**config.mk**
```make
export PLATFORM = sky130hd
export DESIGN_NAME = alias_mailbox_gpio_freq_regs
export DESIGN_NICKNAME = d
export VERILOG_FILES = /design/src/logic/alias_mailbox_pkg.sv /design/src/logic/alias_mailbox_gpio_freq_regs.sv /design/src/logic/alias_decoder.sv
export SDC_FILE = /design/constraint.sdc
export NUM_CORES = 1
export LEC_CHECK = 0
export BUFFER_PORTS_ARGS = -buffer_cell sky130_fd_sc_hd__buf_2
export CORE_ASPECT_RATIO = 1.1
export CORE_MARGIN = 4
export CORE_UTILIZATION = 50
export CTS_BUF_LIST = sky130_fd_sc_hd__clkbuf_4 sky130_fd_sc_hd__clkbuf_8 sky130_fd_sc_hd__clkbuf_16
export CTS_CLUSTER_DIAMETER = 200
export DETAILED_ROUTE_END_ITERATION = 6
export GPL_ROUTABILITY_DRIVEN = 0
export PLACE_DENSITY = 0.79
export SETUP_SLACK_MARGIN = 0.02
export SLEW_MARGIN = 20
export SYNTH_ARGS = -nofsm -noshare
export SYNTH_HDL_FRONTEND = slang
export SYNTH_HIERARCHICAL = 1
export SYNTH_SLANG_ARGS = --single-unit
```
**constraint.sdc**
```tcl
create_clock -name i_mclk -period 5.7 [get_ports i_mclk]
set_clock_uncertainty 0.1 [all_clocks]
set_input_delay 0.285 -clock i_mclk [delete_from_list [all_inputs] [get_ports i_mclk]]
set_output_delay 0.285 -clock i_mclk [all_outputs]
set_load 0.02 [all_outputs]
```
**src/logic/alias_mailbox_pkg.sv**
```systemverilog
// Package with register map, field layout, reset values and timing for the alias/mailbox bank
package alias_mailbox_pkg;

    // Register offsets on the serial control bus
    localparam logic [7:0] ADDR_ALIAS_SIXTH   = 8'h16;
    localparam logic [7:0] ADDR_ALIAS_SEVENTH = 8'h17;
    localparam logic [7:0] ADDR_SCRATCH_FIRST = 8'h18;
    localparam logic [7:0] ADDR_SCRATCH_SECOND = 8'h19;
    localparam logic [7:0] ADDR_PIN_CONFIG    = 8'h1a;
    localparam logic [7:0] ADDR_EDGE_COUNTER  = 8'h1b;

    // Reset values
    localparam logic [7:0] RST_ALIAS          = 8'h00;
    localparam logic [7:0] RST_SCRATCH_FIRST  = 8'h00;
    localparam logic [7:0] RST_SCRATCH_SECOND = 8'h01;
    localparam logic [7:0] RST_PIN_CONFIG     = 8'h00;
    localparam logic [7:0] RST_EDGE_COUNTER   = 8'h00;
    localparam logic [7:0] READ_UNMAPPED      = 8'h00;

    // Alias field sits in bits 7..1, bit 0 reads zero
    localparam int         ALIAS_LSB          = 1;
    localparam int         ALIAS_W            = 7;
    localparam logic [6:0] ALIAS_OFF          = 7'h00;

    // Pin configuration register fields
    localparam int GLOBAL_VALUE_BIT = 7;
    localparam int GLOBAL_DIR_BIT   = 5;
    localparam int GLOBAL_EN_BIT    = 4;
    localparam int PIN9_VALUE_BIT   = 3;
    localparam int PIN9_DIR_BIT     = 1;
    localparam int PIN9_EN_BIT      = 0;
    localparam logic [7:0] PIN_CONFIG_WMASK = 8'hbb;

    // {direction, enable} encodings
    localparam logic [1:0] MODE_FUNC_OUT  = 2'h0;
    localparam logic [1:0] MODE_TRISTATE  = 2'h2;
    localparam logic [1:0] MODE_GPIO_OUT  = 2'h1;
    localparam logic [1:0] MODE_GPIO_IN   = 2'h3;

    // Edge counter saturation and interval timing
    localparam logic [7:0] EDGE_COUNT_MAX = 8'hff;
    localparam int         MCLK_PERIOD_NS = 40;
    localparam int         OSC_PERIOD_NS  = 50;
    // Interval unit rounded up to whole clock cycles, never below one
    localparam int         TICK_CYCLES_RAW =
        (OSC_PERIOD_NS + MCLK_PERIOD_NS - 1) / MCLK_PERIOD_NS;
    localparam int         TICK_CYCLES    = (TICK_CYCLES_RAW < 1) ? 1 : TICK_CYCLES_RAW;
    localparam int         TICK_W         = 4;

    // Measurement state
    typedef enum logic [0:0] {
        MEAS_IDLE,
        MEAS_RUN
    } meas_state_t;

endpackage

```
**src/logic/alias_mailbox_gpio_freq_regs.sv**
```systemverilog
// Alias decoders, mailbox bytes, pin-nine/global pin config and pixel edge counter registers
//
// Contract
// RULE1 - Two seven-bit alias fields in bits 7..1 each steer a decoder for a remote target.
// RULE2 - A decoder hit forwards the transaction with the address from the target id register.
// RULE3 - An alias field of zero disables its decoder.
// RULE4 - Two free read/write mailbox bytes reset to 0x00 and 0x01.
// RULE5 - The global value drives every pin not individually enabled while global force output.
// RULE6 - Global {dir,en}: 00 functional out, 10 tri-state, 01 forced out, 11 forced in.
// RULE7 - Per-pin direction and enable override the global force bits.
// RULE8 - Pin-nine value reaches the pin only in GPIO output mode with remote control off.
// RULE9 - Pin-nine {dir,en}: 00 functional out, 10 tri-state, 01 GPIO out, 11 GPIO in.
// RULE10 - A write to the counter register starts counting pixel clock edges over an interval.
// RULE11 - The interval is the written value times the oscillator period of 50 ns; the code times it as TICK_CYCLES (2) cycles of the 40 ns clock, 80 ns per unit.
// RULE12 - A read of the counter register returns the edge count of the latest interval.
// RULE13 - The edge count saturates at 0xff.
// RULE14 - The host may use the count to estimate the oscillator or pixel clock rate.
// RULE15 - Each write to the counter register clears the previous count before counting.
module alias_mailbox_gpio_freq_regs
    import alias_mailbox_pkg::*;
#(
    parameter int N_PINS = 8
)
(
    input  wire logic              i_mclk,
    input  wire logic              i_rst,
    // Register port
    input  wire logic              i_reg_wr,
    input  wire logic              i_reg_rd,
    input  wire logic [7:0]        i_reg_addr,
    input  wire logic [7:0]        i_reg_wdata,
    output logic [7:0]             o_reg_rdata,
    output logic                   o_reg_rvalid,
    // Control bus transactions toward remote targets
    input  wire logic              i_txn_valid,
    input  wire logic [6:0]        i_txn_addr,
    input  wire logic [6:0]        i_target_id_sixth,
    input  wire logic [6:0]        i_target_id_seventh,
    output logic                   o_fwd_valid,
    output logic [6:0]             o_fwd_addr,
    // Pin nine
    input  wire logic              i_pin_nine_remote_en,
    input  wire logic              i_pin_nine_remote_level,
    input  wire logic              i_pin_nine_func_level,
    input  wire logic              i_pin_nine_in,
    output logic                   o_pin_nine_out,
    output logic                   o_pin_nine_oe_n,
    output logic                   o_pin_nine_level,
    // Other pins under global control
    input  wire logic [N_PINS-1:0] i_pin_local_cfg,
    input  wire logic [N_PINS-1:0] i_pin_func_level,
    output logic [N_PINS-1:0]      o_pin_global_out,
    output logic [N_PINS-1:0]      o_pin_global_oe_n,
    // Pixel clock, sampled as an ordinary input
    input  wire logic              i_pclk
);

    // Register state
    logic [6:0] alias_sixth_q,  alias_sixth_d;
    logic [6:0] alias_seventh_q, alias_seventh_d;
    logic [7:0] scratch_first_q, scratch_first_d;
    logic [7:0] scratch_second_q, scratch_second_d;
    logic [7:0] pin_cfg_q,      pin_cfg_d;
    logic [7:0] rdata_q,        rdata_d;
    logic       rvalid_q,       rvalid_d;

    logic wr_counter;
    assign wr_counter = i_reg_wr && (i_reg_addr == ADDR_EDGE_COUNTER);

    // Measurement state
    meas_state_t meas_q,  meas_d;
    logic [7:0]  ticks_left_q, ticks_left_d;
    logic [TICK_W-1:0] tick_div_q, tick_div_d;
    logic [7:0]  edges_q, edges_d;
    logic        pclk_prev_q, pclk_prev_d;

    // Register writes and reads; reads of the counter show the count, not the written value
    always_comb
    begin
        alias_sixth_d    = alias_sixth_q;
        alias_seventh_d  = alias_seventh_q;
        scratch_first_d  = scratch_first_q;
        scratch_second_d = scratch_second_q;
        pin_cfg_d        = pin_cfg_q;
        rdata_d          = rdata_q;
        rvalid_d         = i_reg_rd;
        if (i_reg_wr)
        begin
            case (i_reg_addr)
                ADDR_ALIAS_SIXTH:    alias_sixth_d    = i_reg_wdata[ALIAS_LSB +: ALIAS_W]; // [RULE1]
                ADDR_ALIAS_SEVENTH:  alias_seventh_d  = i_reg_wdata[ALIAS_LSB +: ALIAS_W]; // [RULE1]
                ADDR_SCRATCH_FIRST:  scratch_first_d  = i_reg_wdata; // [RULE4]
                ADDR_SCRATCH_SECOND: scratch_second_d = i_reg_wdata; // [RULE4]
                ADDR_PIN_CONFIG:     pin_cfg_d        = i_reg_wdata & PIN_CONFIG_WMASK;
                default:             pin_cfg_d        = pin_cfg_q;
            endcase
        end
        if (i_reg_rd)
        begin
            case (i_reg_addr)
                ADDR_ALIAS_SIXTH:    rdata_d = {alias_sixth_q, 1'b0};
                ADDR_ALIAS_SEVENTH:  rdata_d = {alias_seventh_q, 1'b0};
                ADDR_SCRATCH_FIRST:  rdata_d = scratch_first_q;
                ADDR_SCRATCH_SECOND: rdata_d = scratch_second_q;
                ADDR_PIN_CONFIG:     rdata_d = pin_cfg_q;
                ADDR_EDGE_COUNTER:   rdata_d = edges_q; // [RULE12]
                default:             rdata_d = READ_UNMAPPED;
            endcase
        end
    end

    always_ff @(posedge i_mclk)
    begin
        if (i_rst)
        begin
            alias_sixth_q    <= RST_ALIAS[ALIAS_LSB +: ALIAS_W];
            alias_seventh_q  <= RST_ALIAS[ALIAS_LSB +: ALIAS_W];
            scratch_first_q  <= RST_SCRATCH_FIRST;
            scratch_second_q <= RST_SCRATCH_SECOND; // [RULE4]
            pin_cfg_q        <= RST_PIN_CONFIG;
            rdata_q          <= READ_UNMAPPED;
            rvalid_q         <= 1'b0;
        end
        else
        begin
            alias_sixth_q    <= alias_sixth_d;
            alias_seventh_q  <= alias_seventh_d;
            scratch_first_q  <= scratch_first_d;
            scratch_second_q <= scratch_second_d;
            pin_cfg_q        <= pin_cfg_d;
            rdata_q          <= rdata_d;
            rvalid_q         <= rvalid_d;
        end
    end

    assign o_reg_rdata  = rdata_q;
    assign o_reg_rvalid = rvalid_q;

    // Alias decoders, one per alias register
    logic       hit_sixth, hit_seventh;
    logic [6:0] remap_sixth, remap_seventh;

    alias_decoder u_alias_sixth (
        .i_alias      (alias_sixth_q),
        .i_txn_valid  (i_txn_valid),
        .i_txn_addr   (i_txn_addr),
        .i_target_id  (i_target_id_sixth),
        .o_hit        (hit_sixth),
        .o_remap_addr (remap_sixth)
    );

    alias_decoder u_alias_seventh (
        .i_alias      (alias_seventh_q),
        .i_txn_valid  (i_txn_valid),
        .i_txn_addr   (i_txn_addr),
        .i_target_id  (i_target_id_seventh),
        .o_hit        (hit_seventh),
        .o_remap_addr (remap_seventh)
    );

    // Forwarding; if both aliases hold the same value the sixth wins
    logic       fwd_valid_q, fwd_valid_d;
    logic [6:0] fwd_addr_q,  fwd_addr_d;

    always_comb
    begin
        fwd_valid_d = hit_sixth || hit_seventh;
        fwd_addr_d  = fwd_addr_q;
        if (hit_sixth)
            fwd_addr_d = remap_sixth; // [RULE2]
        else if (hit_seventh)
            fwd_addr_d = remap_seventh; // [RULE2]
    end

    always_ff @(posedge i_mclk)
    begin
        if (i_rst)
        begin
            fwd_valid_q <= 1'b0;
            fwd_addr_q  <= ALIAS_OFF;
        end
        else
        begin
            fwd_valid_q <= fwd_valid_d;
            fwd_addr_q  <= fwd_addr_d;
        end
    end

    assign o_fwd_valid = fwd_valid_q;
    assign o_fwd_addr  = fwd_addr_q;

    // Pin drive decode
    logic [1:0] global_mode;
    logic [1:0] pin9_mode;
    assign global_mode = {pin_cfg_q[GLOBAL_DIR_BIT], pin_cfg_q[GLOBAL_EN_BIT]};
    assign pin9_mode   = {pin_cfg_q[PIN9_DIR_BIT], pin_cfg_q[PIN9_EN_BIT]};

    logic              p9_out_q,  p9_out_d;
    logic              p9_oen_q,  p9_oen_d;
    logic              p9_lvl_q,  p9_lvl_d;
    logic [N_PINS-1:0] g_out_q,   g_out_d;
    logic [N_PINS-1:0] g_oen_q,   g_oen_d;

    always_comb
    begin
        // Pin nine: its own setting outranks the global force bits [RULE7]
        p9_out_d = 1'b0;
        p9_oen_d = 1'b1;
        case (pin9_mode) // [RULE9]
            MODE_FUNC_OUT:
            begin
                // Functional mode leaves the pin open to the global force bits
                case (global_mode) // [RULE6]
                    MODE_FUNC_OUT:
                    begin
                        p9_out_d = i_pin_nine_func_level;
                        p9_oen_d = 1'b0;
                    end
                    MODE_GPIO_OUT:
                    begin
                        p9_out_d = pin_cfg_q[GLOBAL_VALUE_BIT]; // [RULE5]
                        p9_oen_d = 1'b0;
                    end
                    default:
                    begin
                        p9_out_d = 1'b0;
                        p9_oen_d = 1'b1;
                    end
                endcase
            end
            MODE_GPIO_OUT:
            begin
                // Remote control takes the pin away from the local value [RULE8]
                p9_out_d = i_pin_nine_remote_en ? i_pin_nine_remote_level
                                                : pin_cfg_q[PIN9_VALUE_BIT];
                p9_oen_d = 1'b0;
            end
            MODE_TRISTATE, MODE_GPIO_IN:
            begin
                p9_out_d = 1'b0;
                p9_oen_d = 1'b1;
            end
            default:
            begin
                p9_out_d = 1'b0;
                p9_oen_d = 1'b1;
            end
        endcase
        p9_lvl_d = i_pin_nine_in;

        // Other pins obey the global bits only when not locally configured [RULE7]
        for (int i = 0; i < N_PINS; i++)
        begin
            g_out_d[i] = 1'b0;
            g_oen_d[i] = 1'b1;
            if (!i_pin_local_cfg[i])
            begin
                case (global_mode) // [RULE6]
                    MODE_FUNC_OUT:
                    begin
                        g_out_d[i] = i_pin_func_level[i];
                        g_oen_d[i] = 1'b0;
                    end
                    MODE_GPIO_OUT:
                    begin
                        g_out_d[i] = pin_cfg_q[GLOBAL_VALUE_BIT]; // [RULE5]
                        g_oen_d[i] = 1'b0;
                    end
                    default:
                    begin
                        g_out_d[i] = 1'b0;
                        g_oen_d[i] = 1'b1;
                    end
                endcase
            end
        end
    end

    always_ff @(posedge i_mclk)
    begin
        if (i_rst)
        begin
            p9_out_q <= 1'b0;
            p9_oen_q <= 1'b1;
            p9_lvl_q <= 1'b0;
            g_out_q  <= '0;
            g_oen_q  <= '1;
        end
        else
        begin
            p9_out_q <= p9_out_d;
            p9_oen_q <= p9_oen_d;
            p9_lvl_q <= p9_lvl_d;
            g_out_q  <= g_out_d;
            g_oen_q  <= g_oen_d;
        end
    end

    assign o_pin_nine_out    = p9_out_q;
    assign o_pin_nine_oe_n   = p9_oen_q;
    assign o_pin_nine_level  = p9_lvl_q;
    assign o_pin_global_out  = g_out_q;
    assign o_pin_global_oe_n = g_oen_q;

    // Pixel edge measurement; only rising edges are seen, so the pixel clock must stay
    // at or below half the sampling rate for the count to mean anything
    logic pclk_rise;
    logic tick_end;
    assign pclk_rise = i_pclk && !pclk_prev_q;
    assign tick_end  = (tick_div_q == TICK_W'(TICK_CYCLES - 1));

    always_comb
    begin
        meas_d       = meas_q;
        ticks_left_d = ticks_left_q;
        tick_div_d   = tick_div_q;
        edges_d      = edges_q;
        pclk_prev_d  = i_pclk;
        case (meas_q)
            MEAS_IDLE:
            begin
                tick_div_d = '0;
            end
            MEAS_RUN:
            begin
                if (pclk_rise && (edges_q != EDGE_COUNT_MAX))
                    edges_d = edges_q + 8'h01; // [RULE13]
                tick_div_d = tick_end ? '0 : tick_div_q + TICK_W'(1);
                if (tick_end)
                begin
                    ticks_left_d = ticks_left_q - 8'h01; // [RULE11]
                    if (ticks_left_q == 8'h01)
                        meas_d = MEAS_IDLE;
                end
            end
            default:
            begin
                meas_d = MEAS_IDLE;
            end
        endcase
        // A write restarts the interval from a zero count; zero means no interval
        if (wr_counter)
        begin
            edges_d      = RST_EDGE_COUNTER; // [RULE15]
            ticks_left_d = i_reg_wdata; // [RULE11]
            tick_div_d   = '0;
            meas_d       = (i_reg_wdata != 8'h00) ? MEAS_RUN : MEAS_IDLE; // [RULE10]
        end
    end

    always_ff @(posedge i_mclk)
    begin
        if (i_rst)
        begin
            meas_q       <= MEAS_IDLE;
            ticks_left_q <= RST_EDGE_COUNTER;
            tick_div_q   <= '0;
            edges_q      <= RST_EDGE_COUNTER;
            pclk_prev_q  <= 1'b0;
        end
        else
        begin
            meas_q       <= meas_d;
            ticks_left_q <= ticks_left_d;
            tick_div_q   <= tick_div_d;
            edges_q      <= edges_d;
            pclk_prev_q  <= pclk_prev_d;
        end
    end

endmodule

```
**src/logic/alias_decoder.sv**
```systemverilog
// One remote-target alias decoder: match an address and return the remapped target
module alias_decoder
    import alias_mailbox_pkg::*;
(
    input  wire logic [6:0] i_alias,
    input  wire logic       i_txn_valid,
    input  wire logic [6:0] i_txn_addr,
    input  wire logic [6:0] i_target_id,
    output logic            o_hit,
    output logic [6:0]      o_remap_addr
);

    // A zero alias never matches, so the decoder is off [RULE3]
    assign o_hit        = i_txn_valid && (i_alias != ALIAS_OFF) && (i_txn_addr == i_alias); // [RULE1]
    // Remapped address comes from the target identifier register [RULE2]
    assign o_remap_addr = i_target_id;

endmodule

```
### Yosys cells after proc, flatten, opt, wreduce, memory -nomap -nowiden

Index checks and enable logic that the tools add are counted.

| operators by class | value |
|---|---|
| $add $sub $neg | 3 |
| eq/ne operators | 15 |
| muxes and demuxes | 26 |
| bitwise operators | 1 |
| reduce and logical (&&, ||, !) cells | 35 |

Operators with widths:

| operator | count |
|---|---|
| $eq 8x5->1 const B | 6 |
| $pmux 8 s6 | 1 |
| $mux 8 | 3 |
| $reduce_or 2->1 | 11 |
| $pmux 1 s2 | 9 |
| $eq 7x7->1 | 2 |
| $mux 7 | 2 |
| $reduce_and 2->1 | 7 |
| $reduce_bool 7->1 | 2 |
| $add 8x1->8 const B | 1 |
| $eq 8x1->1 const B | 1 |
| $ne 8x8->1 const B | 1 |
| $pmux 4 s2 | 1 |
| $reduce_bool 8->1 | 1 |
| $sub 8x1->8 const B | 1 |
| $logic_and 1x1->1 | 7 |
| $mux 1 | 7 |
| $pmux 1 s3 | 2 |
| $reduce_bool 2->1 | 3 |
| $add 4x1->4 const B | 1 |
| $eq 2x1->1 const B | 2 |
| $eq 2x2->1 const B | 2 |
| $eq 4x1->1 const B | 1 |
| $logic_not 2->1 | 2 |
| 4 further kinds | 4 |

| word-level totals | value |
|---|---|
| register bits after elaboration | 94 |
| output and inout bits | 36 |
| word-level logic and storage cells | 113 |

### Longest topological paths before layout

Gate-level depths: netlist of run 1.

| logic depth | value |
|---|---|
| depth after elaboration | 5 |
| gate-level depth with buffers | 8 |
| gate-level depth less buffers | 7 |

### Cells and area by module

The synthesis of run 1 kept the hierarchy.

Modules (own cells, without submodules):

| module | instances | cells an instance | area an instance (sq um) |
|---|---|---|---|
| alias_mailbox_gpio_freq_regs | 1 | 429 | 4140.2 |
| alias_decoder | 2 | 19 | 151.4 |

### Worst setup path after synthesis of run 1

OpenSTA, ideal clock, no wires.

| timing | value |
|---|---|
| path type | register to register |
| start point | reg alias_seventh_q[5] |
| end point | reg fwd_addr_q[3], in the netlist o_fwd_addr[3] |
| library setup time | 0.128 ns |
| arrival time | 1.654 ns |
| data required time | 5.472 ns |
| slack | 3.819 ns |
| stages on the path, launching flop included | 9 |
| buffers on the path | 1 |
| clock period less this slack | 1.881 ns |
| path through | dfxtp_1 > or4_1 > nor4_2 > nor3_1 > clkbuf_1 > mux2i_1 > nor2_1 > a21oi_1 > nor2_1 |

| between the ends | value |
|---|---|
| word-level cells in the longest chain between the ends | 4 |
| elaborated cells on any way between the ends | 5 |
| those cells by class | eq/ne: 1; reduce/logical: 4 |

RTL lines:

| element | line | RTL |
|---|---|---|
| from (decl) | alias_mailbox_gpio_freq_regs.sv:60 | `logic [6:0] alias_seventh_q, alias_seventh_d;` |
| from (signal assigned) | alias_mailbox_gpio_freq_regs.sv:117 | `alias_seventh_q <= RST_ALIAS[ALIAS_LSB +: ALIAS_W];` |
| from (signal assigned) | alias_mailbox_gpio_freq_regs.sv:127 | `alias_seventh_q <= alias_seventh_d;` |
| $reduce_bool 7->1 | alias_decoder.sv:14 | `assign o_hit = i_txn_valid && (i_alias != ALIAS_OFF) && (i_txn_addr == i_alias);` |
| $logic_and 1x1->1 | alias_decoder.sv:14 |  |
| $logic_and 1x1->1 (*) | alias_decoder.sv:14 |  |
| via hit_seventh | alias_mailbox_gpio_freq_regs.sv:140 | `logic hit_sixth, hit_seventh;` |
| $reduce_bool 2->1 (no source line) (*) | -- |  |
| to (signal assigned) | alias_mailbox_gpio_freq_regs.sv:185 | `fwd_addr_q <= fwd_addr_d;` |
| to (decl) | alias_mailbox_gpio_freq_regs.sv:163 | `logic [6:0] fwd_addr_q, fwd_addr_d;` |

Mark *: on every way through the listed nets, which the timed path passes. The rest lies on a longest branch.
A chain may end at the register's enable or synchronous reset.

### Worst setup path in the final report of run 1

| timing | value |
|---|---|
| start point | in i_reg_addr[7] |
| end point | reg edges_q[6] |

| between the ends | value |
|---|---|
| word-level cells in the longest chain between the ends | 3 |

RTL lines:

| element | line | RTL |
|---|---|---|
| from (decl) | alias_mailbox_gpio_freq_regs.sv:30 | `input wire logic [7:0] i_reg_addr,` |
| $eq 8x5->1 | alias_mailbox_gpio_freq_regs.sv:68 | `assign wr_counter = i_reg_wr && (i_reg_addr == ADDR_EDGE_COUNTER);` |
| $logic_and 1x1->1 | alias_mailbox_gpio_freq_regs.sv:68 |  |
| $reduce_or 2->1 (no source line) | -- |  |
| to (signal assigned) | alias_mailbox_gpio_freq_regs.sv:366 | `edges_q <= edges_d;` |
| to (decl) | alias_mailbox_gpio_freq_regs.sv:74 | `logic [7:0] edges_q, edges_d;` |

No other way between the ends.

==> reports/metrics.yaml, run 1 <==
sta:
  worst_slew_pin_slew_ns: 0.962
  finalWorstSetupSlack_ns: 3.33
  final_hold_viol_count: 0
  tns_ns: 0
  period_needed_ns: 2.37
  fmax_ghz: 0.422
  rsz0062_at_grt: "false"
  setup_viol: 0
  relSlewSlack: 0.356
  holdWs_ns: 0.0195
  finalCritPeriodShare: 0.416
  drv_slew: 0
drt:
  drtIter0Drc: 246
  ant_nets: 0
  drc: 0
  firstDrtPassIters: 6
  wirelength_mm: 10.4
  vias_per_cell: 5.53
  wire_per_inst_um: 15.8
  vias: 3633
synthesis:
  synth.largest_area_cell: "dfxtp_1"
  syn_nets: 535
  postSynth.asyncResetShare: 0
  netlist_top_cells_area: "dfxtp_1 42%, mux2i_1 11%, nor2_1 6.6%, xnor2_1 3.2%, a21oi_1 2.6%"
  synth_edf_count: 0
  synthFlopType: "dfxtp_1"
  synth_seq_cells: 94
  synth_seq_area_share: 0.424
  avgSynthCellArea_um2: 9.51
  synth_top_area_share: 0.424
  synthCells: 467
  syn_area_mm2: 0.00444
  yosysWarnings: 6
  synth_cell_type_count: 56
clock_network:
  cts_buffer_depth: 2
  cts_root_buf: "clkbuf_8"
  clock_latency_ns: 0.36
  cts-htree-levels: 3
  postCtsSetupRepairBufs: 0
  clock_sinks: 94
  clk_pin_slew_worst_paths_ns: 0.09
  cts_hold_buf: 0
  cts_tree: "built"
  cts_resized: 0
  cts_buffers: 9
power_and_ir_drop:
  p_sw_uw: 298
  clkPwrFrac: 0.369
  p_per_area_mw_per_mm2: 239
  p_leak_nw: 2.31
  intPower_uw: 918
  comb_power_share: 0.082
  pwr-share-seq: 0.549
  p_sw_frac: 0.245
  ir_drop_uv: 120
critical_path:
  worst-path-buf-inv: 1
  reg2reg_slack_ns: 3.78
  max_stage_delay_ns: 0.85
  crit_chain: "buf_2, nor4b_4, nand4_2, nand2b_1, nor3_1"
  endpoint_kind: "register"
  required_ns: 5.84
  worst-path-max-fanout: 19
  critPathTopFamily: "simple AND/OR/NAND/NOR gates"
  cp.arrival_ns: 2.51
  slowest_stage: "nor4b_4"
  path_class: "input pin to register"
  critPathLaunchType: "input pin"
global_routing:
  grt_pass1_vias: 3410
  grt.total_usage: 0.194
  grt_pass1_wl_mm: 16.7
  overflow: 0
  antenna_found_initial: 0
  grt_max_degree: 73
floorplan:
  core_area_mm2: 0.00854
  start_util: 0.520
  die_w_um: 97.9
  fp-row-count: 35
  die_area_mm2: 0.0105
  die_h_um: 107
  ios: 99
placement:
  dp_hpwl_mm: 7.35
  port-buffer-count: 98
  post-place-ws_ns: 2.98
cells_and_area:
  nNetsFinal: 610
  area_growth_pct: 14.4
  n_antenna_cell: 0
  drive_gt1_frac: 0.262
  fin_util: 0.595
outcome:
  status: "complete, no violations"
flow_run:
  max_cap_violations: 0
min_path:
  hp-class: "input pin to register"
[worst register-to-register path, delay by kind of cell, from the launching register on]
family,cells,cell delay [ns]
compound gates,1,0.11
buf+inv,1,0.18
flops,1,0.36
mux,1,0.17
simple gates,5,0.86
[cell type report]
type                    count  area (um2)
repair buffers            102         520
clock buffers              10         138
fillers                   773        3460
well taps                 111         139
clock inverters             5        58.8
flip-flops and latches     94        1880
multi-input cells         328        2320
inverters                   7        26.3
[cell usage in the layout, fill, tap and decap left out, types with 3 or more instances in the layout]
cell type  netlist  routed
a211oi_1        11      11
a21oi_1         23      23
a22oi_1          5       5
buf_2            7      98
buf_4           15       4
clkbuf_8         0      10
dfxtp_1         94      94
ha_1             5       5
inv_1            7       7
mux2_2           7       7
mux2i_1         48      48
nand2_1          7       7
nand2b_1        14      14
nand3_1          9       9
nand4_1          6       6
nand4_2          6       6
nand4b_1         4       4
nor2_1          78      78
nor2b_1          8       8
nor3_1           8       8
nor4_1           3       3
nor4b_1          3       3
o21a_1           3       3
o21ai_0          4       4
or3_1            9       9
or4_1            4       4
xnor2_1         16      16
xor2_1           9       9
[per-stage QoR]
step           total power [mW]  instance area, um2  std cells
6_report                   1.22                5080        657
5_1_grt                    1.25                5080        657
4_1_cts                    1.22                5080        657
3_5_place_dp              0.783                4890        642
3_3_place_gp              0.781                4890        642
2_1_floorplan             0.745                4440        467
[worst paths after layout]
check                                        from                               to  depth (start not counted)
setup reg to reg  alias_seventh_q[5]$_SDFFE_PP0P_       o_fwd_addr[0]$_SDFFE_PP0P_                          8
setup / recovery                    i_reg_addr[7]          edges_q[6]$_SDFFE_PP0P_                          5
hold / removal                 i_pin_local_cfg[4]  o_pin_global_oe_n[4]$_SDFF_PP1_                          2
hold reg to reg       o_reg_rdata[0]$_SDFFE_PP0P_      o_reg_rdata[0]$_SDFFE_PP0P_                          2
[cells in the mapped netlist (all sizes together), types with 2 or more instances]
master  number
mux4         2
inv          7
a32oi        2
and2         2
nor4         5
clkbuf      12
xor2         9
nand3        9
o31ai        2
or3          9
nand3b       2
o211ai       2
o221a        2
nand2        9
nor2        78
o21ai        5
nand4b       4
buf         26
mux2i       48
nor3         8
dfxtp       94
a21oi       23
nand2b      14
a22oi        5
nor2b        8
a211oi      13
xnor2       16
ha           5
or4          4
nor4b        4
and3b        2
nand4       12
o21a         3
a21boi       2
mux2         7
[power by group through the flow]
stage / clock network [mW] / registers, mW / logic [mW]
CTS: 0.452 / 0.668 / 0.0995
global placement: 0 / 0.684 / 0.0972
floorplan: 0 / 0.695 / 0.0507
global route: 0.476 / 0.670 / 0.107
finish: 0.449 / 0.668 / 0.0993
detailed placement: 0 / 0.684 / 0.0989
[registers in the layout, summed over array words and instances, names as in the netlist]
register,flops
o_reg_rdata,8
scratch_first_q,8
o_reg_rvalid,1
o_fwd_valid,1
edges_q,8
o_pin_nine_out,1
o_fwd_addr,7
alias_seventh_q,7
scratch_second_q,8
o_pin_global_out,8
o_pin_global_oe_n,8
ticks_left_q,8
o_pin_nine_oe_n,1
meas_q,1
pin_cfg_q,6
pclk_prev_q,1
alias_sixth_q,7
o_pin_nine_level,1
tick_div_q,4
[layer usage]
| layer | global-route usage | wire [um] | share of wire |
|---|---|---|---|
| met4 | 0.0722 | 211 | 0.020 |
| met2 | 0.306 | 4820 | 0.46 |
| met5 | 0 | 0 | 0 |
| met1 | 0.267 | 4710 | 0.45 |
| met3 | 0.0345 | 661 | 0.063 |
[cells by family (layout without fill, tap and decap cells)]
family | Yosys count | after routing | share of synthesized area
buffers and inverters | 45 | 124 | 0.0544
and+or+nand+nor | 174 | 174 | 0.218
adders and majority gates | 5 | 5 | 0.0141
AOI/OAI and AO/OA | 67 | 67 | 0.105
xor gates and xnor gates | 25 | 25 | 0.0493
DFF | 94 | 94 | 0.424
muxes | 57 | 57 | 0.136
No activity file was read; power rests on OpenSTA's default activity.
==> run 2: changes to the inputs <==
CORE_UTILIZATION = 49   (was 50)
PLACE_DENSITY = 0.8   (was 0.79)
clock period = 2.1 ns   (was 5.7 ns; I/O delays follow)
==> run 2 against run 1 <==
Compared with the run above: critical path depth is 1 higher; count of clock-buffer cells in the layout is the same; flip-flop and latch count is the same; clock power grew to 3.2 times the previous value.
==> reports/metrics.yaml, run 2 (synthesis gave the netlist of run 1 again) <==
clock_network:
  clk_pin_slew_worst_paths_ns: 0.09  # about the same
  cts_root_buf: "clkbuf_8"  # unchanged
  cts_buffers: 9  # unchanged
  cts_tree: "built"  # unchanged
  cts_buffer_depth: 2  # unchanged
  clock_sinks: 94  # unchanged
  clock_latency_ns: 0.36  # about the same
  postCtsSetupRepairBufs: 0  # unchanged
  cts-htree-levels: 3  # unchanged
sta:
  drv_slew: 0  # unchanged
  setup_viol: 0  # unchanged
  relSlewSlack: 0.610  # was 0.356
  rsz0062_at_grt: "false"  # unchanged
  finalWorstSetupSlack_ns: 0.150  # was 3.33 ns
  finalCritPeriodShare: 0.929
  period_needed_ns: 1.95
  final_hold_viol_count: 0  # unchanged
  tns_ns: 0  # unchanged
  fmax_ghz: 0.513
  holdWs_ns: 0.00689  # was 0.0195 ns
  worst_slew_pin_slew_ns: 0.585  # was 0.962 ns
cells_and_area:
  layout_common_cells: "98 x buf_2, 94 x dfxtp_1, 78 x nor2_1"  # unchanged
  final_common_cell: "buf_2"  # unchanged
  drive_gt1_frac: 0.258  # was 0.262
  fillers: 709  # was 773
  nNetsFinal: 646  # was 610
  area_growth_pct: 23.3  # was 14.4%
  n_antenna_cell: 0  # unchanged
  final_cell_area_mm2: 0.00548  # was 0.00508 mm2
critical_path:
  slowest_stage: "dfxtp_1"  # was nor4b_4
  worst-path-max-fanout: 9  # was 19
  max_stage_delay_ns: 0.38  # was 0.85 ns
  crit_chain: "ha_1, nor4bb_1, buf_4, nand4b_1, xor2_1, a211oi_1"  # was buf_2, nor4b_4, nand4_2, nand2b_1, nor3_1
  worst-path-buf-inv: 1  # unchanged
  cp.arrival_ns: 2.11  # was 2.51 ns
  required_ns: 2.26  # was 5.84 ns
  critPathLaunchType: "register"  # was input pin
  critPathTopFamily: "simple AND/OR/NAND/NOR gates"  # unchanged
  reg2reg_slack_ns: 0.15  # was 3.78 ns
  path_class: "register to register"  # was input pin to register
  endpoint_kind: "register"  # unchanged
drt:
  vias: 3848  # was 3633
  firstDrtPassIters: 7  # was 6
  ant_nets: 0  # unchanged
  wire_per_inst_um: 16.2  # was 15.8 um
  drtIter0Drc: 229  # was 246
  wirelength_mm: 11.3  # was 10.4 mm
  vias_per_cell: 5.53  # about the same
  drc: 0  # unchanged
floorplan:
  die_w_um: 98.8  # was 97.9 um
  start_util: 0.501  # was 0.520
  die_area_mm2: 0.0107  # was 0.0105 mm2
  core_area_mm2: 0.00887  # was 0.00854 mm2
  ios: 99  # unchanged
  die_h_um: 108  # was 107 um
  fp-row-count: 36  # was 35
placement:
  placed_cell_area_mm2: 0.00494  # was 0.00489 mm2
  post-place-ws_ns: 0.176  # was 2.98 ns
  dp_hpwl_mm: 7.91  # was 7.35 mm
  port-buffer-count: 98  # unchanged
flow_run:
  max_cap_violations: 0  # unchanged
power_and_ir_drop:
  p_per_area_mw_per_mm2: 655  # was 239 mW/mm2
  ir_drop_uv: 358  # was 120 uV
  p_leak_nw: 2.49  # was 2.31 nW
global_routing:
  antenna_found_initial: 1  # was 0
  grt.total_usage: 0.208  # was 0.194
  overflow: 0  # unchanged
  grt_max_degree: 33  # was 73
  grt_pass1_vias: 3702  # was 3410
  grt_pass1_wl_mm: 17.8  # was 16.7 mm
outcome:
  status: "complete, no violations"  # unchanged
min_path:
  hp-class: "input pin to register"  # unchanged
[run 2: path summary, 6_finish.rpt]
kind,from,to,cells after the start
hold / removal,i_target_id_seventh[1],o_fwd_addr[1]$_SDFFE_PP0P_,5
setup / recovery,tick_div_q[0]$_SDFF_PP0_,ticks_left_q[5]$_SDFFE_PP0P_,6
hold reg to reg,o_reg_rdata[6]$_SDFFE_PP0P_,o_reg_rdata[6]$_SDFFE_PP0P_,2
setup reg to reg,tick_div_q[0]$_SDFF_PP0_,ticks_left_q[5]$_SDFFE_PP0P_,6
[run 2: through the flow]
stage          power (mW)  utilization  instances
6_report             3.59        0.617        696
2_1_floorplan        2.02            -        467
4_1_cts              3.60        0.617        696
3_5_place_dp         2.13        0.557        652
5_1_grt              3.70        0.617        696
3_3_place_gp         2.13        0.557        652
[run 2: repair_timing]
item | CTS | global route
endpoints found under the hold margin | 27 | 0
resized for setup | 0 | 0
hold buffers | 29 | 0
[run 2: tightest hold or removal path: cells and delay by family]
kind | cells | cell delay (ns)
simple gates | 2 | 0.16
buf+inv | 1 | 0.07
mux | 1 | 0.06
compound gates | 1 | 0.04
[run 2: metal layers]
metal / track usage / share of wire / routed length, um / vias up
met5: 0 / 0.00062 / 7 / -
met3: 0.0376 / 0.050 / 568 / 27
met4: 0.101 / 0.027 / 308 / 2
met1: 0.252 / 0.42 / 4710 / 1840
li1: - / - / - / 1860
met2: 0.352 / 0.50 / 5680 / 119
[run 2: final cells by class]
class                      count  area (um2)  area share
inverter                       7        26.3     0.00480
tap                          114         143      0.0260
multi-input combinational    328        2320       0.423
clock inverter                 5         106      0.0194
sequential                    94        1880       0.344
timing repair buffer         138         863       0.158
clock buffer                  10         138      0.0251
[run 2: where the power goes]
| group | internal (mW) | leakage, nW | switching, mW |
|---|---|---|---|
| combinational | 0.147 | 1.61 | 0.178 |
| clock | 0.821 | 0.119 | 0.626 |
| sequential | 1.81 | 0.763 | 0.00825 |
| total | 2.77 | 2.49 | 0.812 |
==> run 3: changes to the inputs <==
CORE_UTILIZATION = 50   (was 49)
CTS_CLUSTER_DIAMETER = unset   (was 200)
PLACE_DENSITY = 0.79   (was 0.8)
clock period = 2.55 ns   (was 2.1 ns; I/O delays follow)
==> run 3 against run 2 <==
Compared with the run above: the flow now finishes with violations (hold timing); sequential share of layout area up 0.83 points; non-clock buffer count down 8; via count down 2.5%; worst hold slack worse by 0.0088 ns; worst setup slack better by 0.45 ns; global-route usage down 0.13 points; core utilization up 0.91 points; critical endpoint is now o_fwd_addr[2]$_SDFFE_PP0P_; largest cell class unchanged; largest power group unchanged; highest routed layer is now met4.
==> reports/metrics.yaml, run 3 (synthesis gave the netlist of run 1 again) <==
global_routing:
  overflow: 0  # unchanged
  antenna_found_initial: 0  # was 1
  grt_max_degree: 44  # was 33
  grt_pass1_vias: 3659  # was 3702
  grt.total_usage: 0.206  # was 0.208
  grt_pass1_wl_mm: 17.5  # was 17.8 mm
sta:
  final_hold_viol_count: 1  # was 0
  relSlewSlack: 0.489  # was 0.610
  rsz0062_at_grt: "false"  # unchanged
  tns_ns: 0  # unchanged
  fmax_ghz: 0.512  # was 0.513 GHz
  period_needed_ns: 1.95  # about the same
  finalWorstSetupSlack_ns: 0.597  # was 0.150 ns
  setup_viol: 0  # unchanged
  drv_slew: 0  # unchanged
  worst_slew_pin_slew_ns: 0.767  # was 0.585 ns
  holdWs_ns: -0.00186  # was 0.00689 ns
  finalCritPeriodShare: 0.766  # was 0.929
drt:
  vias_per_cell: 5.47  # was 5.53
  vias: 3751  # was 3848
  firstDrtPassIters: 5  # was 7
  wirelength_mm: 10.8  # was 11.3 mm
  drc: 0  # unchanged
  ant_nets: 0  # unchanged
  wire_per_inst_um: 15.7  # was 16.2 um
  drtIter0Drc: 270  # was 229
cells_and_area:
  stdcell_count: 686  # was 696
  nNetsFinal: 638  # was 646
  final_common_cell: "buf_2"  # unchanged
  n_antenna_cell: 0  # unchanged
  area_growth_pct: 20.4  # was 23.3%
  layout_common_cells: "98 x buf_2, 94 x dfxtp_1, 78 x nor2_1"  # unchanged
  fillers: 733  # was 709
  fin_util: 0.626  # was 0.617
  drive_gt1_frac: 0.256  # was 0.258
placement:
  dp_hpwl_mm: 7.61  # was 7.91 mm
  post-place-ws_ns: 0.611  # was 0.176 ns
  dpl.cell_count: 645  # was 652
  port-buffer-count: 98  # unchanged
power_and_ir_drop:
  intPower_mw: 1.98  # was 2.77 mW
  p_sw_frac: 0.266  # was 0.226
  p_per_area_mw_per_mm2: 504  # was 655 mW/mm2
  p_sw_uw: 718  # was 812 uW
  clkPwrFrac: 0.350  # was 0.403
  pwr-share-seq: 0.554  # was 0.506
  p_leak_nw: 2.43  # was 2.49 nW
  comb_power_share: 0.095  # was 0.091
  ir_drop_uv: 260  # was 358 uV
critical_path:
  cp_common_cell: "nor2_1"
  cp.arrival_ns: 2.09  # was 2.11 ns
  max_stage_delay_ns: 0.54  # was 0.38 ns
  critPathLaunchType: "register"  # unchanged
  endpoint_kind: "register"  # unchanged
  path_class: "register to register"  # unchanged
  crit_chain: "or4_1, nor4_2, nor3_1, buf_4, mux2i_1, nor2_1, a21oi_1, nor2_1"  # was ha_1, nor4bb_1, buf_4, nand4b_1, xor2_1, a211oi_1
  slowest_stage: "or4_1"  # was dfxtp_1
  required_ns: 2.68  # was 2.26 ns
  worst-path-max-fanout: 8  # was 9
floorplan:
  start_util: 0.520  # was 0.501
  die_w_um: 97.9  # was 98.8 um
  core_area_mm2: 0.00854  # was 0.00887 mm2
  ios: 99  # unchanged
  die_h_um: 107  # was 108 um
  fp-row-count: 35  # was 36
  die_area_mm2: 0.0105  # was 0.0107 mm2
clock_network:
  clk_pin_slew_worst_paths_ns: 0.10  # was 0.09 ns
  cts_tree: "built"  # unchanged
  clock_sinks: 94  # unchanged
  cts_resized: 0  # unchanged
  clock_latency_ns: 0.37  # was 0.36 ns
  cts_root_buf: "clkbuf_8"  # unchanged
  cts_buffer_depth: 2  # unchanged
  cts_buffers: 9  # unchanged
  postCtsSetupRepairBufs: 0  # unchanged
  cts-htree-levels: 3  # unchanged
  cts_hold_buf: 25  # was 29
flow_run:
  max_cap_violations: 0  # unchanged
outcome:
  status: "finished with violations"  # was complete, no violations
  violations: "hold timing"
min_path:
  hp-class: "input pin to register"  # unchanged
==> run 3: cell types whose count changed in the layout (fill, tap and decap cells not counted) <==
cell | previous run | this run
bufinv_16 | 3 | 0
clkbuf_8 | 10 | 9
buf_4 | 11 | 7
dlygate4sd3_1 | 29 | 25
inv_8 | 0 | 2
clkinv_4 | 0 | 3
==> run 3: through the flow <==
| stage | instance area [um2] | total power [mW] | hold WS, ns |
|---|---|---|---|
| floorplan | 4440 | 1.67 | 0.148 |
| global placement | 4910 | 1.75 | 0.227 |
| detailed placement | 4910 | 1.75 | 0.237 |
| CTS | 5350 | 2.71 | 0.000167 |
| global route | 5350 | 2.78 | 0.0249 |
| finish | 5350 | 2.70 | -0.00186 |
==> run 3: worst max-delay path, delay by kind of cell, from the launching register on <==
family | cells | cell delay (ns)
AND/OR/NAND/NOR | 5 | 0.88
buffers and inverters | 1 | 0.18
flip-flops | 1 | 0.35
multiplexers | 1 | 0.17
AO/OA/AOI/OAI | 1 | 0.13
==> run 3: layout make-up <==
| cell class | instances | area [um2] | share of cell area |
|---|---|---|---|
| clock buffers | 9 | 124 | 0.0232 |
| clock inverters | 7 | 65.1 | 0.0122 |
| inverters | 7 | 26.3 | 0.00491 |
| multi-input cells | 328 | 2320 | 0.434 |
| flip-flops and latches | 94 | 1880 | 0.352 |
| well taps | 111 | 139 | 0.0260 |
| repair buffers | 130 | 793 | 0.148 |
==> run 3: routing by layer <==
metal	up-vias	part of all wire	wire length, um	track usage
li1	1854	-	-	-
met1	1767	0.43	4600	0.266
met2	116	0.50	5400	0.345
met3	14	0.059	633	0.0358
met4	0	0.014	149	0.0772
met5	-	0	0	0
==> run 3: power groups by stage <==
| stage | sequential (mW) | combinational (mW) | clock [mW] |
|---|---|---|---|
| 2_1_floorplan | 1.55 | 0.113 | 0 |
| 3_3_place_gp | 1.53 | 0.220 | 0 |
| 3_5_place_dp | 1.53 | 0.225 | 0 |
| 4_1_cts | 1.49 | 0.255 | 0.962 |
| 5_1_grt | 1.50 | 0.277 | 1.01 |
| 6_report | 1.49 | 0.257 | 0.945 |
==> run 3: final timing paths <==
| kind | from | slack [ns] | end | depth (start not counted) |
|---|---|---|---|---|
| setup / recovery | alias_seventh_q[5]$_SDFFE_PP0P_ | 0.60 | o_fwd_addr[2]$_SDFFE_PP0P_ | 8 |
| hold / removal | i_reg_wdata[2] | -0.002 | alias_sixth_q[1]$_SDFFE_PP0P_ | 3 |
| setup reg to reg | alias_seventh_q[5]$_SDFFE_PP0P_ | 0.60 | o_fwd_addr[2]$_SDFFE_PP0P_ | 8 |
| hold reg to reg | scratch_second_q[0]$_SDFFE_PP1P_ | 0.38 | scratch_second_q[0]$_SDFFE_PP1P_ | 1 |
